===== src/ocfs_pkg.sv =====
package ocfs_pkg;

   // ==========================================================
   // clock and bus
   // ==========================================================
   localparam int unsigned MCLK_PERIOD_NS = 100;
   localparam int unsigned ADDR_W = 4;
   localparam int unsigned DATA_W = 32;
   localparam logic [ADDR_W-1:0] CFG_OFFSET = 4'h0;
   localparam logic [ADDR_W-1:0] STATUS_OFFSET = 4'h4;

   // ==========================================================
   // configuration register layout
   // ==========================================================
   localparam int unsigned CFG_W = 8;
   localparam logic [CFG_W-1:0] CFG_RESET = 8'h8A;
   localparam int unsigned SIX_LSB = 4;
   localparam int unsigned FIVE_LSB = 0;
   localparam int unsigned SEL_W = 4;

   // status bits
   localparam int unsigned STAT_FIVE_ON = 0;
   localparam int unsigned STAT_SIX_ON = 1;
   localparam int unsigned STAT_FIVE_LVL = 2;
   localparam int unsigned STAT_SIX_LVL = 3;

   // ==========================================================
   // sync rates: period in ns, half period in mclk cycles
   // ==========================================================
   localparam int unsigned SYNC2K_PERIOD_NS = 500000;
   localparam int unsigned SYNC8K_PERIOD_NS = 125000;
   localparam int unsigned SYNC2K_HALF_CYC = SYNC2K_PERIOD_NS / (2 * MCLK_PERIOD_NS);
   localparam int unsigned SYNC8K_HALF_CYC = SYNC8K_PERIOD_NS / (2 * MCLK_PERIOD_NS);
   localparam int unsigned SYNC_CNT_W = 12;

   // half divisor of a pll divided output, in source edges
   localparam int unsigned HALF_W = 5;

   typedef enum logic [SEL_W-1:0] {
      SEL_OFF        = 4'b0000,
      SEL_2K         = 4'b0001,
      SEL_8K         = 4'b0010,
      SEL_MAIN_DIV2  = 4'b0011,
      SEL_DIGITAL    = 4'b0100,
      SEL_MAIN_DIV48 = 4'b0101,
      SEL_MAIN_DIV16 = 4'b0110,
      SEL_MAIN_DIV12 = 4'b0111,
      SEL_MAIN_DIV8  = 4'b1000,
      SEL_MAIN_DIV6  = 4'b1001,
      SEL_MAIN_DIV4  = 4'b1010,
      SEL_SEC_DIV48  = 4'b1011,
      SEL_SEC_DIV16  = 4'b1100,
      SEL_SEC_DIV12  = 4'b1101,
      SEL_SEC_DIV8   = 4'b1110,
      SEL_SEC_DIV4   = 4'b1111
   } ocfs_sel_t;

   typedef struct packed {
      logic read;
      logic write;
      logic [ADDR_W-1:0] address;
      logic [DATA_W-1:0] writedata;
      logic [3:0] byteenable;
   } ocfs_bus_req_t;

endpackage


===== src/ocfs_out_sel.sv =====
`timescale 1ns/1ps
module ocfs_out_sel (
   input wire logic mclk,
   input wire logic rst_b,
   input wire logic [ocfs_pkg::SEL_W-1:0] sel,
   input wire logic sync_2k,
   input wire logic sync_8k,
   input wire logic digital_rate_one,
   input wire logic main_edge,
   input wire logic sec_edge,
   output logic clk_out
);
   import ocfs_pkg::*;

   // ==========================================================
   // divider table
   // ==========================================================
   function automatic logic [HALF_W-1:0] half_div(input logic [SEL_W-1:0] s);
      case (ocfs_sel_t'(s))
         SEL_MAIN_DIV2: half_div = 5'h01;
         SEL_MAIN_DIV48, SEL_SEC_DIV48: half_div = 5'h18;
         SEL_MAIN_DIV16, SEL_SEC_DIV16: half_div = 5'h08;
         SEL_MAIN_DIV12, SEL_SEC_DIV12: half_div = 5'h06;
         SEL_MAIN_DIV8, SEL_SEC_DIV8: half_div = 5'h04;
         SEL_MAIN_DIV6: half_div = 5'h03;
         SEL_MAIN_DIV4, SEL_SEC_DIV4: half_div = 5'h02;
         default: half_div = 5'h00;
      endcase
   endfunction

   function automatic logic from_main(input logic [SEL_W-1:0] s);
      from_main = (s >= SEL_MAIN_DIV2) && (s <= SEL_MAIN_DIV4) && (s != SEL_DIGITAL);
   endfunction

   logic [SEL_W-1:0] sel_ff;
   logic [HALF_W-1:0] cnt_ff;
   logic [HALF_W-1:0] nxt_cnt;
   logic div_ff;
   logic nxt_div;
   logic clk_out_ff;
   logic nxt_clk_out;
   logic src_edge;
   logic [HALF_W-1:0] half;

   assign half = half_div(sel);
   assign src_edge = from_main(sel) ? main_edge : sec_edge;

   // ==========================================================
   // pll edge divider
   // ==========================================================
   // pll divided outputs
   always_comb begin
      nxt_cnt = cnt_ff;
      nxt_div = div_ff;
      // restart on a new code so a changed divisor never runs past its terminal count
      if (sel != sel_ff) begin
         nxt_cnt = '0;
         nxt_div = 1'b0;
      end else if ((half != 5'h00) && src_edge) begin
         if (cnt_ff == half - 5'h01) begin
            nxt_cnt = '0;
            nxt_div = ~div_ff;
         end else begin
            nxt_cnt = cnt_ff + 5'h01;
         end
      end
   end

   always_ff @(posedge mclk or negedge rst_b) begin
      if (!rst_b) begin
         sel_ff <= SEL_OFF;
         cnt_ff <= '0;
         div_ff <= 1'b0;
      end else begin
         sel_ff <= sel;
         cnt_ff <= nxt_cnt;
         div_ff <= nxt_div;
      end
   end

   // ==========================================================
   // output mux
   // ==========================================================
   // off, 2k, 8k and digital codes; every other code takes the divider
   always_comb begin
      case (ocfs_sel_t'(sel))
         SEL_OFF: nxt_clk_out = 1'b0;
         SEL_2K: nxt_clk_out = sync_2k;
         SEL_8K: nxt_clk_out = sync_8k;
         SEL_DIGITAL: nxt_clk_out = digital_rate_one;
         default: nxt_clk_out = div_ff;
      endcase
   end

   always_ff @(posedge mclk or negedge rst_b) begin
      if (!rst_b) begin
         clk_out_ff <= 1'b0;
      end else begin
         clk_out_ff <= nxt_clk_out;
      end
   end

   assign clk_out = clk_out_ff;

endmodule


===== src/ocfs_freq_select.sv =====
// Contract
// - bits 7:4 select the frequency of timing output six.
// - bits 3:0 select the frequency of timing output five.
// - code 0 disables, 1 gives 2 kHz, 2 gives 8 kHz.
// - most other codes give a divided main or secondary pll clock.
// - software writes the register to enable and pick both frequencies.
`timescale 1ns/1ps
module ocfs_freq_select (
   input wire logic mclk,
   input wire logic rst_b,
   input wire ocfs_pkg::ocfs_bus_req_t bus_req,
   output logic [ocfs_pkg::DATA_W-1:0] readdata,
   output logic waitrequest,
   input wire logic main_output_analog_pll,
   input wire logic secondary_analog_pll,
   input wire logic digital_rate_one,
   output logic timing_output_five,
   output logic timing_output_six
);
   import ocfs_pkg::*;

   // ==========================================================
   // input synchronisers
   // ==========================================================
   logic [2:0] main_sync_ff;
   logic [2:0] sec_sync_ff;
   logic [1:0] dig_sync_ff;
   logic main_edge;
   logic sec_edge;

   // stages 0 and 1 settle the pin; stage 2 only remembers the last level
   function automatic logic rise_of(input logic [2:0] s);
      rise_of = s[1] & ~s[2];
   endfunction

   always_ff @(posedge mclk or negedge rst_b) begin
      if (!rst_b) begin
         main_sync_ff <= '0;
      end else begin
         main_sync_ff <= {main_sync_ff[1:0], main_output_analog_pll};
      end
   end

   always_ff @(posedge mclk or negedge rst_b) begin
      if (!rst_b) begin
         sec_sync_ff <= '0;
      end else begin
         sec_sync_ff <= {sec_sync_ff[1:0], secondary_analog_pll};
      end
   end

   always_ff @(posedge mclk or negedge rst_b) begin
      if (!rst_b) begin
         dig_sync_ff <= '0;
      end else begin
         dig_sync_ff <= {dig_sync_ff[0], digital_rate_one};
      end
   end

   // only stages 1 and 2 feed the edge detect; the pll must run below mclk/2
   assign main_edge = rise_of(main_sync_ff);
   assign sec_edge = rise_of(sec_sync_ff);

   // ==========================================================
   // 2 kHz and 8 kHz sync rates
   // ==========================================================
   logic [SYNC_CNT_W-1:0] cnt2k_ff;
   logic [SYNC_CNT_W-1:0] cnt8k_ff;
   logic sync_2k_ff;
   logic sync_8k_ff;
   logic wrap_2k;
   logic wrap_8k;

   function automatic logic at_wrap(input logic [SYNC_CNT_W-1:0] cnt, input int unsigned half_cyc);
      at_wrap = (cnt == SYNC_CNT_W'(half_cyc - 1));
   endfunction

   // free running from reset; both outputs share them, so they stay in phase
   assign wrap_2k = at_wrap(cnt2k_ff, SYNC2K_HALF_CYC);
   assign wrap_8k = at_wrap(cnt8k_ff, SYNC8K_HALF_CYC);

   always_ff @(posedge mclk or negedge rst_b) begin
      if (!rst_b) begin
         cnt2k_ff <= '0;
      end else if (wrap_2k) begin
         cnt2k_ff <= '0;
      end else begin
         cnt2k_ff <= cnt2k_ff + 12'h001;
      end
   end

   always_ff @(posedge mclk or negedge rst_b) begin
      if (!rst_b) begin
         sync_2k_ff <= 1'b0;
      end else if (wrap_2k) begin
         sync_2k_ff <= ~sync_2k_ff;
      end
   end

   always_ff @(posedge mclk or negedge rst_b) begin
      if (!rst_b) begin
         cnt8k_ff <= '0;
      end else if (wrap_8k) begin
         cnt8k_ff <= '0;
      end else begin
         cnt8k_ff <= cnt8k_ff + 12'h001;
      end
   end

   always_ff @(posedge mclk or negedge rst_b) begin
      if (!rst_b) begin
         sync_8k_ff <= 1'b0;
      end else if (wrap_8k) begin
         sync_8k_ff <= ~sync_8k_ff;
      end
   end

   // ==========================================================
   // avalon slave, one wait state
   // ==========================================================
   logic ack_ff;
   logic [DATA_W-1:0] readdata_ff;
   logic [DATA_W-1:0] nxt_readdata;
   logic [CFG_W-1:0] cfg_ff;
   logic [DATA_W-1:0] status_word;
   logic req;
   logic wr_cfg;
   logic hit_cfg;
   logic hit_status;
   logic rd_first;

   function automatic logic addr_hit(input logic [ADDR_W-1:0] a, input logic [ADDR_W-1:0] offset);
      addr_hit = (a == offset);
   endfunction

   assign hit_cfg = addr_hit(bus_req.address, CFG_OFFSET);
   assign hit_status = addr_hit(bus_req.address, STATUS_OFFSET);
   assign req = bus_req.read | bus_req.write;
   // exactly one wait state; the write lands on the edge after it, which completes the access
   assign waitrequest = req & ~ack_ff;
   assign wr_cfg = bus_req.write & ack_ff & bus_req.byteenable[0] & hit_cfg;
   // read data is latched in the wait cycle, so it already stands when waitrequest drops
   assign rd_first = bus_req.read & ~ack_ff;

   always_ff @(posedge mclk or negedge rst_b) begin
      if (!rst_b) begin
         ack_ff <= 1'b0;
      end else begin
         ack_ff <= req & ~ack_ff;
      end
   end

   always_comb begin
      status_word = '0;
      status_word[STAT_FIVE_ON] = |cfg_ff[FIVE_LSB +: SEL_W];
      status_word[STAT_SIX_ON] = |cfg_ff[SIX_LSB +: SEL_W];
      status_word[STAT_FIVE_LVL] = timing_output_five;
      status_word[STAT_SIX_LVL] = timing_output_six;
   end

   // unmapped addresses read as zero
   always_comb begin
      if (hit_cfg) begin
         nxt_readdata = DATA_W'(cfg_ff);
      end else if (hit_status) begin
         nxt_readdata = status_word;
      end else begin
         nxt_readdata = '0;
      end
   end

   always_ff @(posedge mclk or negedge rst_b) begin
      if (!rst_b) begin
         readdata_ff <= '0;
      end else if (rd_first) begin
         readdata_ff <= nxt_readdata;
      end
   end

   assign readdata = readdata_ff;

   always_ff @(posedge mclk or negedge rst_b) begin
      if (!rst_b) begin
         cfg_ff <= CFG_RESET;
      end else if (wr_cfg) begin
         cfg_ff <= bus_req.writedata[CFG_W-1:0];
      end
   end

   // ==========================================================
   // output selectors
   // ==========================================================
   // low nibble drives output five
   ocfs_out_sel u_five (
      .mclk(mclk),
      .rst_b(rst_b),
      .sel(cfg_ff[FIVE_LSB +: SEL_W]),
      .sync_2k(sync_2k_ff),
      .sync_8k(sync_8k_ff),
      .digital_rate_one(dig_sync_ff[1]),
      .main_edge(main_edge),
      .sec_edge(sec_edge),
      .clk_out(timing_output_five)
   );

   ocfs_out_sel u_six (
      .mclk(mclk),
      .rst_b(rst_b),
      .sel(cfg_ff[SIX_LSB +: SEL_W]),
      .sync_2k(sync_2k_ff),
      .sync_8k(sync_8k_ff),
      .digital_rate_one(dig_sync_ff[1]),
      .main_edge(main_edge),
      .sec_edge(sec_edge),
      .clk_out(timing_output_six)
   );

endmodule


===== config.mk =====
export PLATFORM = sky130hd
export DESIGN_NAME = ocfs_freq_select
export DESIGN_NICKNAME = d
export VERILOG_FILES = /design/src/ocfs_pkg.sv /design/src/ocfs_out_sel.sv /design/src/ocfs_freq_select.sv
export SDC_FILE = /design/constraint.sdc
export NUM_CORES = 1
export LEC_CHECK = 0
export BUFFER_PORTS_ARGS = -buffer_cell sky130_fd_sc_hd__buf_4
export CORE_ASPECT_RATIO = 1.4
export CORE_MARGIN = 2
export CORE_UTILIZATION = 30
export CTS_CLUSTER_DIAMETER = 100
export DETAILED_ROUTE_END_ITERATION = 16
export PLACE_DENSITY_LB_ADDON = 0.15
export SYNTH_ARGS = -nofsm -noshare
export SYNTH_HDL_FRONTEND = slang
export SYNTH_SLANG_ARGS = --single-unit

===== constraint.sdc =====
create_clock -name mclk -period 8.5 [get_ports mclk]
set_input_delay 0.85 -clock mclk [delete_from_list [all_inputs] [get_ports mclk]]
set_output_delay 0.85 -clock mclk [all_outputs]
set_load 0.05 [all_outputs]

== Word level (Yosys, flattened, before mapping) ==
Memories as Yosys holds them, arrays and structs flattened.
Cells that the tools add are included.

* Register bits: 97
* Memory bits (read-only): 160
* Input bits: 47
* Output and inout bits: 35
* Word-level logic and storage cells: 99
* Memories: 2

{| class="wikitable"
|+ Memories
! name !! words !! bits a word !! rd ports !! clocked after memory_dff !! write ports !! RTL line !! source
|-
| (name not given) || 16 || 5 || 1 || 0 || 0 || ocfs_out_sel.sv:19 || <nowiki>case (ocfs_sel_t'(s))</nowiki>
|-
| (name not given) || 16 || 5 || 1 || 0 || 0 || ocfs_out_sel.sv:19 ||
|}

* Add/sub/neg operators: 6
* $lt $le $gt $ge: 4
* Equality and inequality tests: 15
* Mux-type cells: 20
* Bitwise operators: 15
* Reductions and logical operators: 19

{| class="wikitable"
|+ Operators by type and width
! kind !! number
|-
| $mux W32 || 1
|-
| $mux W5 || 6
|-
| $add A12 B1 Y12 const B || 2
|-
| $mux W12 || 2
|-
| $eq A12 B10 Y1 const B || 1
|-
| $eq A12 B12 Y1 const B || 1
|-
| $eq A4 B3 Y1 const B || 3
|-
| $logic_not A4 Y1 || 3
|-
| $add A5 B1 Y5 const B || 2
|-
| $eq A5 B5 Y1 || 2
|-
| $reduce_bool A5 Y1 || 2
|-
| $sub A5 B1 Y5 const B || 2
|-
| $eq A4 B1 Y1 const B || 2
|-
| $eq A4 B2 Y1 const B || 2
|-
| $ge A4 B2 Y1 const B || 2
|-
| $le A4 B4 Y1 const B || 2
|-
| $mux W1 || 8
|-
| $ne A4 B3 Y1 const B || 2
|-
| $ne A4 B4 Y1 || 2
|-
| $pmux W1 S4 || 2
|-
| $reduce_bool A2 Y1 || 4
|-
| $reduce_or A4 Y1 || 2
|-
| $and A1 B1 Y1 || 7
|-
| $not A1 Y1 || 7
|-
| 4 further kinds || 10
|}

== Logic depth before layout (Yosys ltp) ==
Gate-level depths: netlist (run 1).

* Depth after elaboration: 7
* Depth in mapped cells: 13
* Gate-level depth less buffers: 12

== By module ==
Synthesis (run 1) repeated with hierarchy kept, for this count alone.

* Cell total of the unflattened synthesis: 425
* Area total of the unflattened synthesis: 4347.9 sq um

{| class="wikitable"
|+ By module, submodules not included
! module !! instances !! cells an instance !! area an instance (sq um) !! sequential area each (sq um)
|-
| ocfs_freq_select || 1 || 205 || 2309.7 || 1280.0
|-
| ocfs_out_sel at u_five || 1 || 108 || 1039.7 || 275.3
|-
| ocfs_out_sel at u_six || 1 || 112 || 998.5 || 275.3
|}

== Least setup slack after synthesis (run 1) ==
Ideal clock, no wire load.

* Kind: reg2reg
* Start: register cfg_ff[1]
* End: register u_five.div_ff
* Setup time: 125 ps
* Arrival time: 2881 ps
* Required time: 8375 ps
* Path slack: 5494 ps
* Stages on the path, launching flop included: 12
* Path buffers: 0
* Clock period less this slack: 3006 ps
* Path through: dfstp_2 -> inv_1 -> ha_1 -> mux2_2 -> a21oi_1 -> ha_1 -> xnor2_1 -> nand2_1 -> or3_1 -> a311oi_2 -> nor2b_1 -> mux2_2

* Word-level cells in the longest chain between the ends: 7
* Elaborated cells on any way between the ends: 16
* Classes of those cells: add/sub (1); order compare (2); eq/ne (3); mux (2); reduce/logical (7); memory (1)

{| class="wikitable"
|+ RTL lines
! element !! RTL line !! source
|-
| start, declared || ocfs_freq_select.sv:124 || <nowiki>logic [CFG_W-1:0] cfg_ff;</nowiki>
|-
| start signal, assigned || ocfs_freq_select.sv:186 || <nowiki>cfg_ff <= bus_req.writedata[CFG_W-1:0];</nowiki>
|-
| parallel branches: the longest is 7 deep, another holds $mem_v2 Z16 W5 || n/a ||
|-
| end signal, assigned || ocfs_out_sel.sv:77 || <nowiki>div_ff <= nxt_div;</nowiki>
|-
| end, declared || ocfs_out_sel.sv:38 || <nowiki>logic div_ff;</nowiki>
|}

Parallel ways; which one is timed is not known.
A chain may end at the register's enable or synchronous reset.

== Final worst setup path (run 1) ==
Same ends and word-level chain as after synthesis.

==> results by group, run 1 <==
Run status
  • Outcome: finished clean

Clock tree
  • Clock Tree Root: clkbuf_16
  • Setup bufs post-CTS: 0
  • Hold-fix buffers, CTS: 0
  • CTS buffer count: 9
  • Register clock-pin slew on the reported worst setup and hold paths: 0.06 ns
  • Clock latency on the worst-skew pair: 0.33 ns
  • CTS H-Tree Depth: 3
  • CTS Buffer Depth: 2
  • CTS tree: done
  • CTS Sinks: 73
  • CTS resizes: 0

Worst setup path
  • CP Cell Sequence: inv_1 -> ha_1 -> mux2_2 -> a21oi_1 -> ha_1 -> xnor2_1 -> nand2_1 -> or3_1 -> a311oi_2 -> nor2b_1 -> mux2_2
  • CP endpoint kind: flip-flop
  • WS Path Type: reg -> reg
  • Worst R2R End: u_five.div_ff
  • Slowest library cell on the worst path: dfstp_2
  • Path depth of the worst reg2reg path: 11
  • Reg-to-Reg Start: cfg_ff[1]
  • Data arrival, critical path: 3.52 ns
  • Reg-to-reg setup timing slack: 5.19 ns
  • CP startpoint kind: flip-flop
  • CP max FO: 7
  • CP peak stage delay: 0.60 ns
  • Data required, critical path: 8.72 ns

Power
  • PD cells: 231.4 mW/mm^2
  • Overall power: 1.081 mW
  • VDD IR max: 0.07759 mV
  • Pleak: 2.078 nW

Logic synthesis
  • Ys async rst share: 1.000
  • Synth unique cells: 54
  • Seq cells post-synth: 73
  • Synth warn: 0
  • Main flop type after synthesis: dfrtp_1
  • Cell taking the most area after synthesis: dfrtp_1
  • Synth top area share: 0.4301
  • EDFF count, synth: 0
  • Commonest cells post-synth: dfrtp_1 (70), nand2_1 (34), nor2_1 (34)
  • Most common cell in the netlist: dfrtp_1
  • Mapped Area: 0.004073 mm^2
  • Largest cells by area after synthesis: dfrtp_1 (43%), xnor2_1 (6.9%), ha_1 (5.2%), buf_4 (4.4%), nand2_1 (3.1%)
  • Sequential cell area fraction in the yosys report: 0.4495
  • Cell count after synthesis: 400
  • Avg Cell Area, Syn: 10.18 um^2

Cells and area
  • Share of layout cells above drive strength 1: 0.1555
  • Finished Layout Cells: 613
  • Antenna diodes: 0
  • NumNets Final: 491
  • Finished Core Util: 0.3507
  • Layout Area Growth over Synthesis: 14.75%

GRT
  • Maximum number of pins on one net before global-route repair: 74
  • Antenna violations before repair: 0
  • GR Util All Layers: 0.1202
  • Global-route wire length before repair: 13760 um
  • Grt ovf: 0
  • Vias in the first global route: 2841

Detailed routing
  • Detail Route Antenna Nets: 0
  • Via count: 2746
  • Iter 0 DRT Violations: 100
  • # DRC: 0
  • Pre-antenna DRT Iters: 4
  • Routed WL: 7887 um
  • Vias/cell: 4.480
  • WL per Instance: 12.87 um

Timing
  • Final Hold Viols: 0
  • Final setup viols: 0
  • Slew Limit Fails: 0
  • Fmax: 302.4 MHz
  • Slew HR: 0.3760
  • Actual slew at the worst max-slew pin: 0.9360 ns
  • Final period util: 0.3891
  • Setup TNS: 0 ns
  • Worst Skew: 0.006161 ns
  • RSZ-0062 raised after global routing: false
  • Hold_ws: 0.3489 ns
  • Final min period: 3.307 ns

Die
  • Rows: 50
  • Die area: 0.01454 mm^2
  • Core region area: 0.01333 mm^2
  • Initial Utilization: 0.3056
  • Die X: 102.5 um
  • IO Count: 82
  • Die Y: 141.9 um

Min path
  • Hold Path End: main_sync_ff[1]
  • Type of the worst min-delay path: reg -> reg
  • Hold path start: main_sync_ff[0]
  • Hold Crit Depth: 0

Placed design
  • Global placement routability congestion: 0.7176
  • HPWL Detailed: 5528 um
  • Placed insts: 598
  • # port buffers: 30

Job
  • Maxcap violations: 0
-- flip-flops by register name, indices dropped and copies added, names as in the netlist --
name	count
cnt2k_ff	12
cnt8k_ff	12
cfg_ff	8
readdata	8
u_five.cnt_ff	5
u_six.cnt_ff	5
u_five.sel_ff	4
u_six.sel_ff	4
main_sync_ff	3
sec_sync_ff	3
dig_sync_ff	2
ack_ff	1
sync_2k_ff	1
sync_8k_ff	1
u_five.clk_out	1
u_five.div_ff	1
u_six.clk_out	1
u_six.div_ff	1
-- layout make-up --
type / instances / area (um^2)
fillers: 1380 / 8652
multi-input cells: 298 / 2023
flip-flops and latches: 73 / 1831
clock buffers: 10 / 229.0
well taps: 182 / 227.7
repair buffers: 30 / 225.2
clock inverters: 5 / 81.33
inverters: 15 / 56.30
-- per-layer routing --
metal,track usage,vias up,wire length (um)
li1,-,1373,-
met1,0.1520,1312,3646
met2,0.1971,52,3811
met3,0.02167,9,287
met4,0.05474,0,142
met5,0,-,0
-- worst max-delay path, delay by kind of cell, from the launching register on --
family,cells,cell delay (ns)
XOR/XNOR,1,0.17
buffers and inverters,1,0.11
adder cells (fa/ha/maj),2,0.54
flip-flops,1,0.60
multiplexers,2,0.61
AND/OR/NAND/NOR,3,0.67
AO/OA/AOI/OAI,2,0.52
-- logic make-up (layout without fill, tap and decap cells) --
logic type	after synthesis	in the layout	share of synthesized area
compound gates	56	56	0.09831
flops	73	73	0.4495
simple gates	142	142	0.1843
other cells	1	24	0.0009208
xor+xnor	45	45	0.1005
mux	14	14	0.03933
buf+inv	52	60	0.07496
fa+ha+maj	17	17	0.05223
-- where the power goes --
group          leakage [nW]  switching (mW)  total, mW  internal [mW]
registers             0.922          0.0383      0.411          0.372
logic                  1.01           0.161      0.271          0.111
clock network         0.149           0.144      0.400          0.255
total                  2.08           0.343       1.08          0.738
-- how the worst max path moves through the flow --
stage | from | to | slack, ns | cells past startpoint
global placement | cfg_ff[1] | u_five.div_ff | 5.21 | 11
detailed placement | cfg_ff[1] | u_five.div_ff | 5.19 | 11
floorplan | cfg_ff[1] | u_five.div_ff | 5.49 | 11
global route | cfg_ff[1] | u_five.div_ff | 4.95 | 11
CTS | cfg_ff[1] | u_five.div_ff | 5.17 | 11
finish | cfg_ff[1] | u_five.div_ff | 5.19 | 11
-- cell usage in the layout, fill, tap and decap left out, types with 3 or more instances in the layout --
master,netlist,layout
a21oi_1,6,6
a22o_1,4,4
a22oi_1,5,5
a31oi_1,4,4
and3_1,7,7
buf_4,24,30
clkbuf_16,0,9
conb_1,1,24
dfrtp_1,70,70
dfstp_2,3,3
ha_1,17,17
inv_1,15,15
mux2_2,8,8
mux2i_1,4,4
nand2_1,34,34
nand2b_1,3,3
nand3_1,15,15
nand3b_1,3,3
nand4_1,7,7
nor2_1,34,34
nor2b_1,10,10
nor3_1,3,3
nor4b_1,6,6
o21ai_0,20,20
or3_1,7,7
xnor2_1,32,32
xor2_1,12,12
-- metrics by stage --
step                      setup slack (ns)  cell area, um^2
after floorplan                      5.494             4159
after global placement               5.214             4363
after detailed placement             5.188             4363
after CTS                            5.166             4673
after global routing                 4.948             4673
final                                5.193             4673
Power figures use the tool's default switching activity.
==> run 2: changes to the inputs <==
- ABC_AREA: default -> 1
- clock period: 8.5 -> 3.2 ns (I/O delays scaled with it)
==> run 2 against run 1 <==
Compared with the run above: sequential share of layout area down 1.9 points; sequential cell count unchanged; cell area up 5.0%; via count up 22%; clock power rose to 2.5 times the previous value; die area up 4.9%; power rose to 2.9 times the previous value; routed wire length up 11%; worst setup slack worse by 4.6 ns; largest cell class unchanged; non-clock buffer count up 2; critical endpoint unchanged; global-route usage up 0.28 points; synthesized area up 5.1%.
==> results by group, run 2 <==
Run status
  • Outcome: finished clean

GRT
  • Grt ovf: 0
  • Maximum number of pins on one net before global-route repair: 74
  • GR Util All Layers: 0.1230
  • Antenna violations before repair: 0
  • Global-route wire length before repair: 15430 um
  • Vias in the first global route: 3397

Timing
  • RSZ-0062 raised after global routing: false
  • Final min period: 2.575 ns
  • Slew HR: 0.3802
  • Final setup viols: 0
  • Final setup margin: 0.6253 ns
  • Final period util: 0.8046
  • Setup TNS: 0 ns
  • Worst Skew: 0.008474 ns
  • Final Hold Viols: 0
  • Actual slew at the worst max-slew pin: 0.9297 ns
  • Slew Limit Fails: 0
  • Fmax: 388.4 MHz
  • Hold_ws: 0.08846 ns

Cells and area
  • Most frequent cells in the layout: nand2_1 (106), inv_1 (74), dfrtp_1 (70), nand3_1 (59), nor2_1 (52)
  • Share of layout cells above drive strength 1: 0.1243
  • Antenna diodes: 0
  • Register area: 0.001831 mm^2
  • Multi-input gate area: 0.002016 mm^2
  • FILL cells: 1453
  • Final instance area: 0.004907 mm^2
  • NumNets Final: 630
  • Layout Area Growth over Synthesis: 14.68%
  • Commonest non-fill, non-tap cell in the layout: nand2_1
  • Top Registers: cnt2k_ff x12, cnt8k_ff x12

Logic synthesis
  • Synth unique cells: 39
  • Commonest cells post-synth: nand2_1 (106), inv_1 (74), dfrtp_1 (70)
  • Cell taking the most area after synthesis: dfrtp_1
  • Seq cells post-synth: 73
  • Main flop type after synthesis: dfrtp_1
  • Largest cells by area after synthesis: dfrtp_1 (41%), nand2_1 (9.3%), nand3_1 (6.9%), inv_1 (6.5%), ha_1 (5.0%)
  • EDFF count, synth: 0
  • Synth top area share: 0.4094
  • Most common cell in the netlist: nand2_1
  • Cell count after synthesis: 530
  • Avg Cell Area, Syn: 8.074 um^2
  • Synth warn: 0
  • Sequential cell area fraction in the yosys report: 0.4278
  • Mapped Area: 0.004279 mm^2
  • Ys async rst share: 1.000

Clock tree
  • CTS Buffer Depth: 2
  • Hold-fix buffers, CTS: 0
  • Clock Tree Root: clkbuf_16
  • CTS tree: done
  • Register clock-pin slew on the reported worst setup and hold paths: 0.06 ns
  • CTS Sinks: 73
  • CTS H-Tree Depth: 3
  • Clock latency on the worst-skew pair: 0.34 ns
  • CTS resizes: 0
  • CTS buffer count: 9
  • Setup bufs post-CTS: 0

Worst setup path
  • Data arrival, critical path: 2.80 ns
  • CP endpoint kind: flip-flop
  • WS Path Type: reg -> reg
  • Data required, critical path: 3.43 ns
  • CP max FO: 7
  • CP startpoint kind: flip-flop

Power
  • VDD IR max: 0.2033 mV
  • PD cells: 638.5 mW/mm^2
  • Pleak: 2.429 nW
  • Overall power: 3.133 mW

Die
  • Die area: 0.01525 mm^2
  • IO Count: 82
  • Initial Utilization: 0.3076
  • Rows: 51
  • Die X: 104.9 um
  • Die Y: 145.3 um
  • Core region area: 0.01391 mm^2

Job
  • Maxcap violations: 0

Detailed routing
  • Detail Route Antenna Nets: 0
  • # DRC: 0
  • Pre-antenna DRT Iters: 6
  • Vias/cell: 4.426
  • Via count: 3346
  • Routed WL: 8755 um
  • Iter 0 DRT Violations: 124
  • WL per Instance: 11.58 um

Min path
  • Type of the worst min-delay path: in -> reg

Placed design
  • DP Worst Slack: 0.6072 ns
  • # port buffers: 30
  • Global placement routability congestion: 0.7646
  • HPWL Detailed: 6572 um
  • Post-DP Area: 0.004611 mm^2
==> run 2: cell types whose count changed after synthesis, sizes merged, moves of 6 or more <==
cell	delta
mux2	-10
xnor2	-28
nor2	+22
nand3	+48
xor2	+9
nor4b	-7
nand2	+77
and3	-7
nor4	+6
inv	+63
nor2b	-9
or3	-7
==> run 2: cell type report <==
cell class	count	share of cell area
Clock buffer	10	0.04666
Sequential cell	73	0.3730
Timing Repair Buffer	32	0.04895
Clock inverter	6	0.01377
Tap cell	185	0.04717
Inverter	78	0.05966
Multi-Input combinational cell	372	0.4108
==> run 2: path summary, 6_finish.rpt <==
path,slack (ns),cells after the start,end,from
worst min-delay path,0.09,1,sec_sync_ff[0],secondary_analog_pll
worst min register to register,0.35,0,main_sync_ff[1],main_sync_ff[0]
min in group asynchronous,0.11,1,readdata[7],rst_b
max in group asynchronous,2.47,1,cnt2k_ff[6],rst_b
worst max-delay path,0.63,16,u_five.div_ff,cfg_ff[1]
worst max register to register,0.63,16,u_five.div_ff,cfg_ff[1]
==> run 2: critical path, cell delays in order (launching register included) <==
cell and delay, ns:
dfstp_2 0.60, inv_1 0.10, ha_1 0.38, inv_1 0.06, nor2_1 0.12, nor2_2 0.06
ha_1 0.28, xor2_1 0.14, o21ai_0 0.09, nor2_1 0.09, nand3_1 0.09, nor2_2 0.10
nand2_2 0.12, nand2_2 0.08, nand2_1 0.05, nand2_1 0.06, nand2_1 0.04
==> run 2: cell families after synthesis <==
group / share of synthesized area
and+or+nand+nor: 0.2737
buffers and inverters: 0.1213
DFF: 0.4278
AOI/OAI and AO/OA: 0.07544
xor gates and xnor gates: 0.05117
adders and majority gates: 0.04971
other: 0.0008764
==> run 2: per-layer routing <==
| layer | vias to the layer above | GRT usage | share of wire |
|---|---|---|---|
| li1 | 1727 | - | - |
| met1 | 1551 | 0.1416 | 0.44 |
| met2 | 59 | 0.2201 | 0.51 |
| met3 | 9 | 0.02920 | 0.034 |
| met4 | 0 | 0.04400 | 0.016 |
| met5 | - | 0 | 0 |
==> run 2: where the power goes <==
| group | internal [mW] | total, mW | switching [mW] |
|---|---|---|---|
| registers | 1.02 | 1.13 | 0.112 |
| clock network | 0.606 | 1.00 | 0.396 |
| logic | 0.333 | 0.999 | 0.667 |
==> run 2: through the flow <==
stage / instances / utilization
after floorplan: 553 / -
after global placement: 740 / 0.3314
after detailed placement: 740 / 0.3314
after CTS: 756 / 0.3528
after global routing: 756 / 0.3528
final: 756 / 0.3528
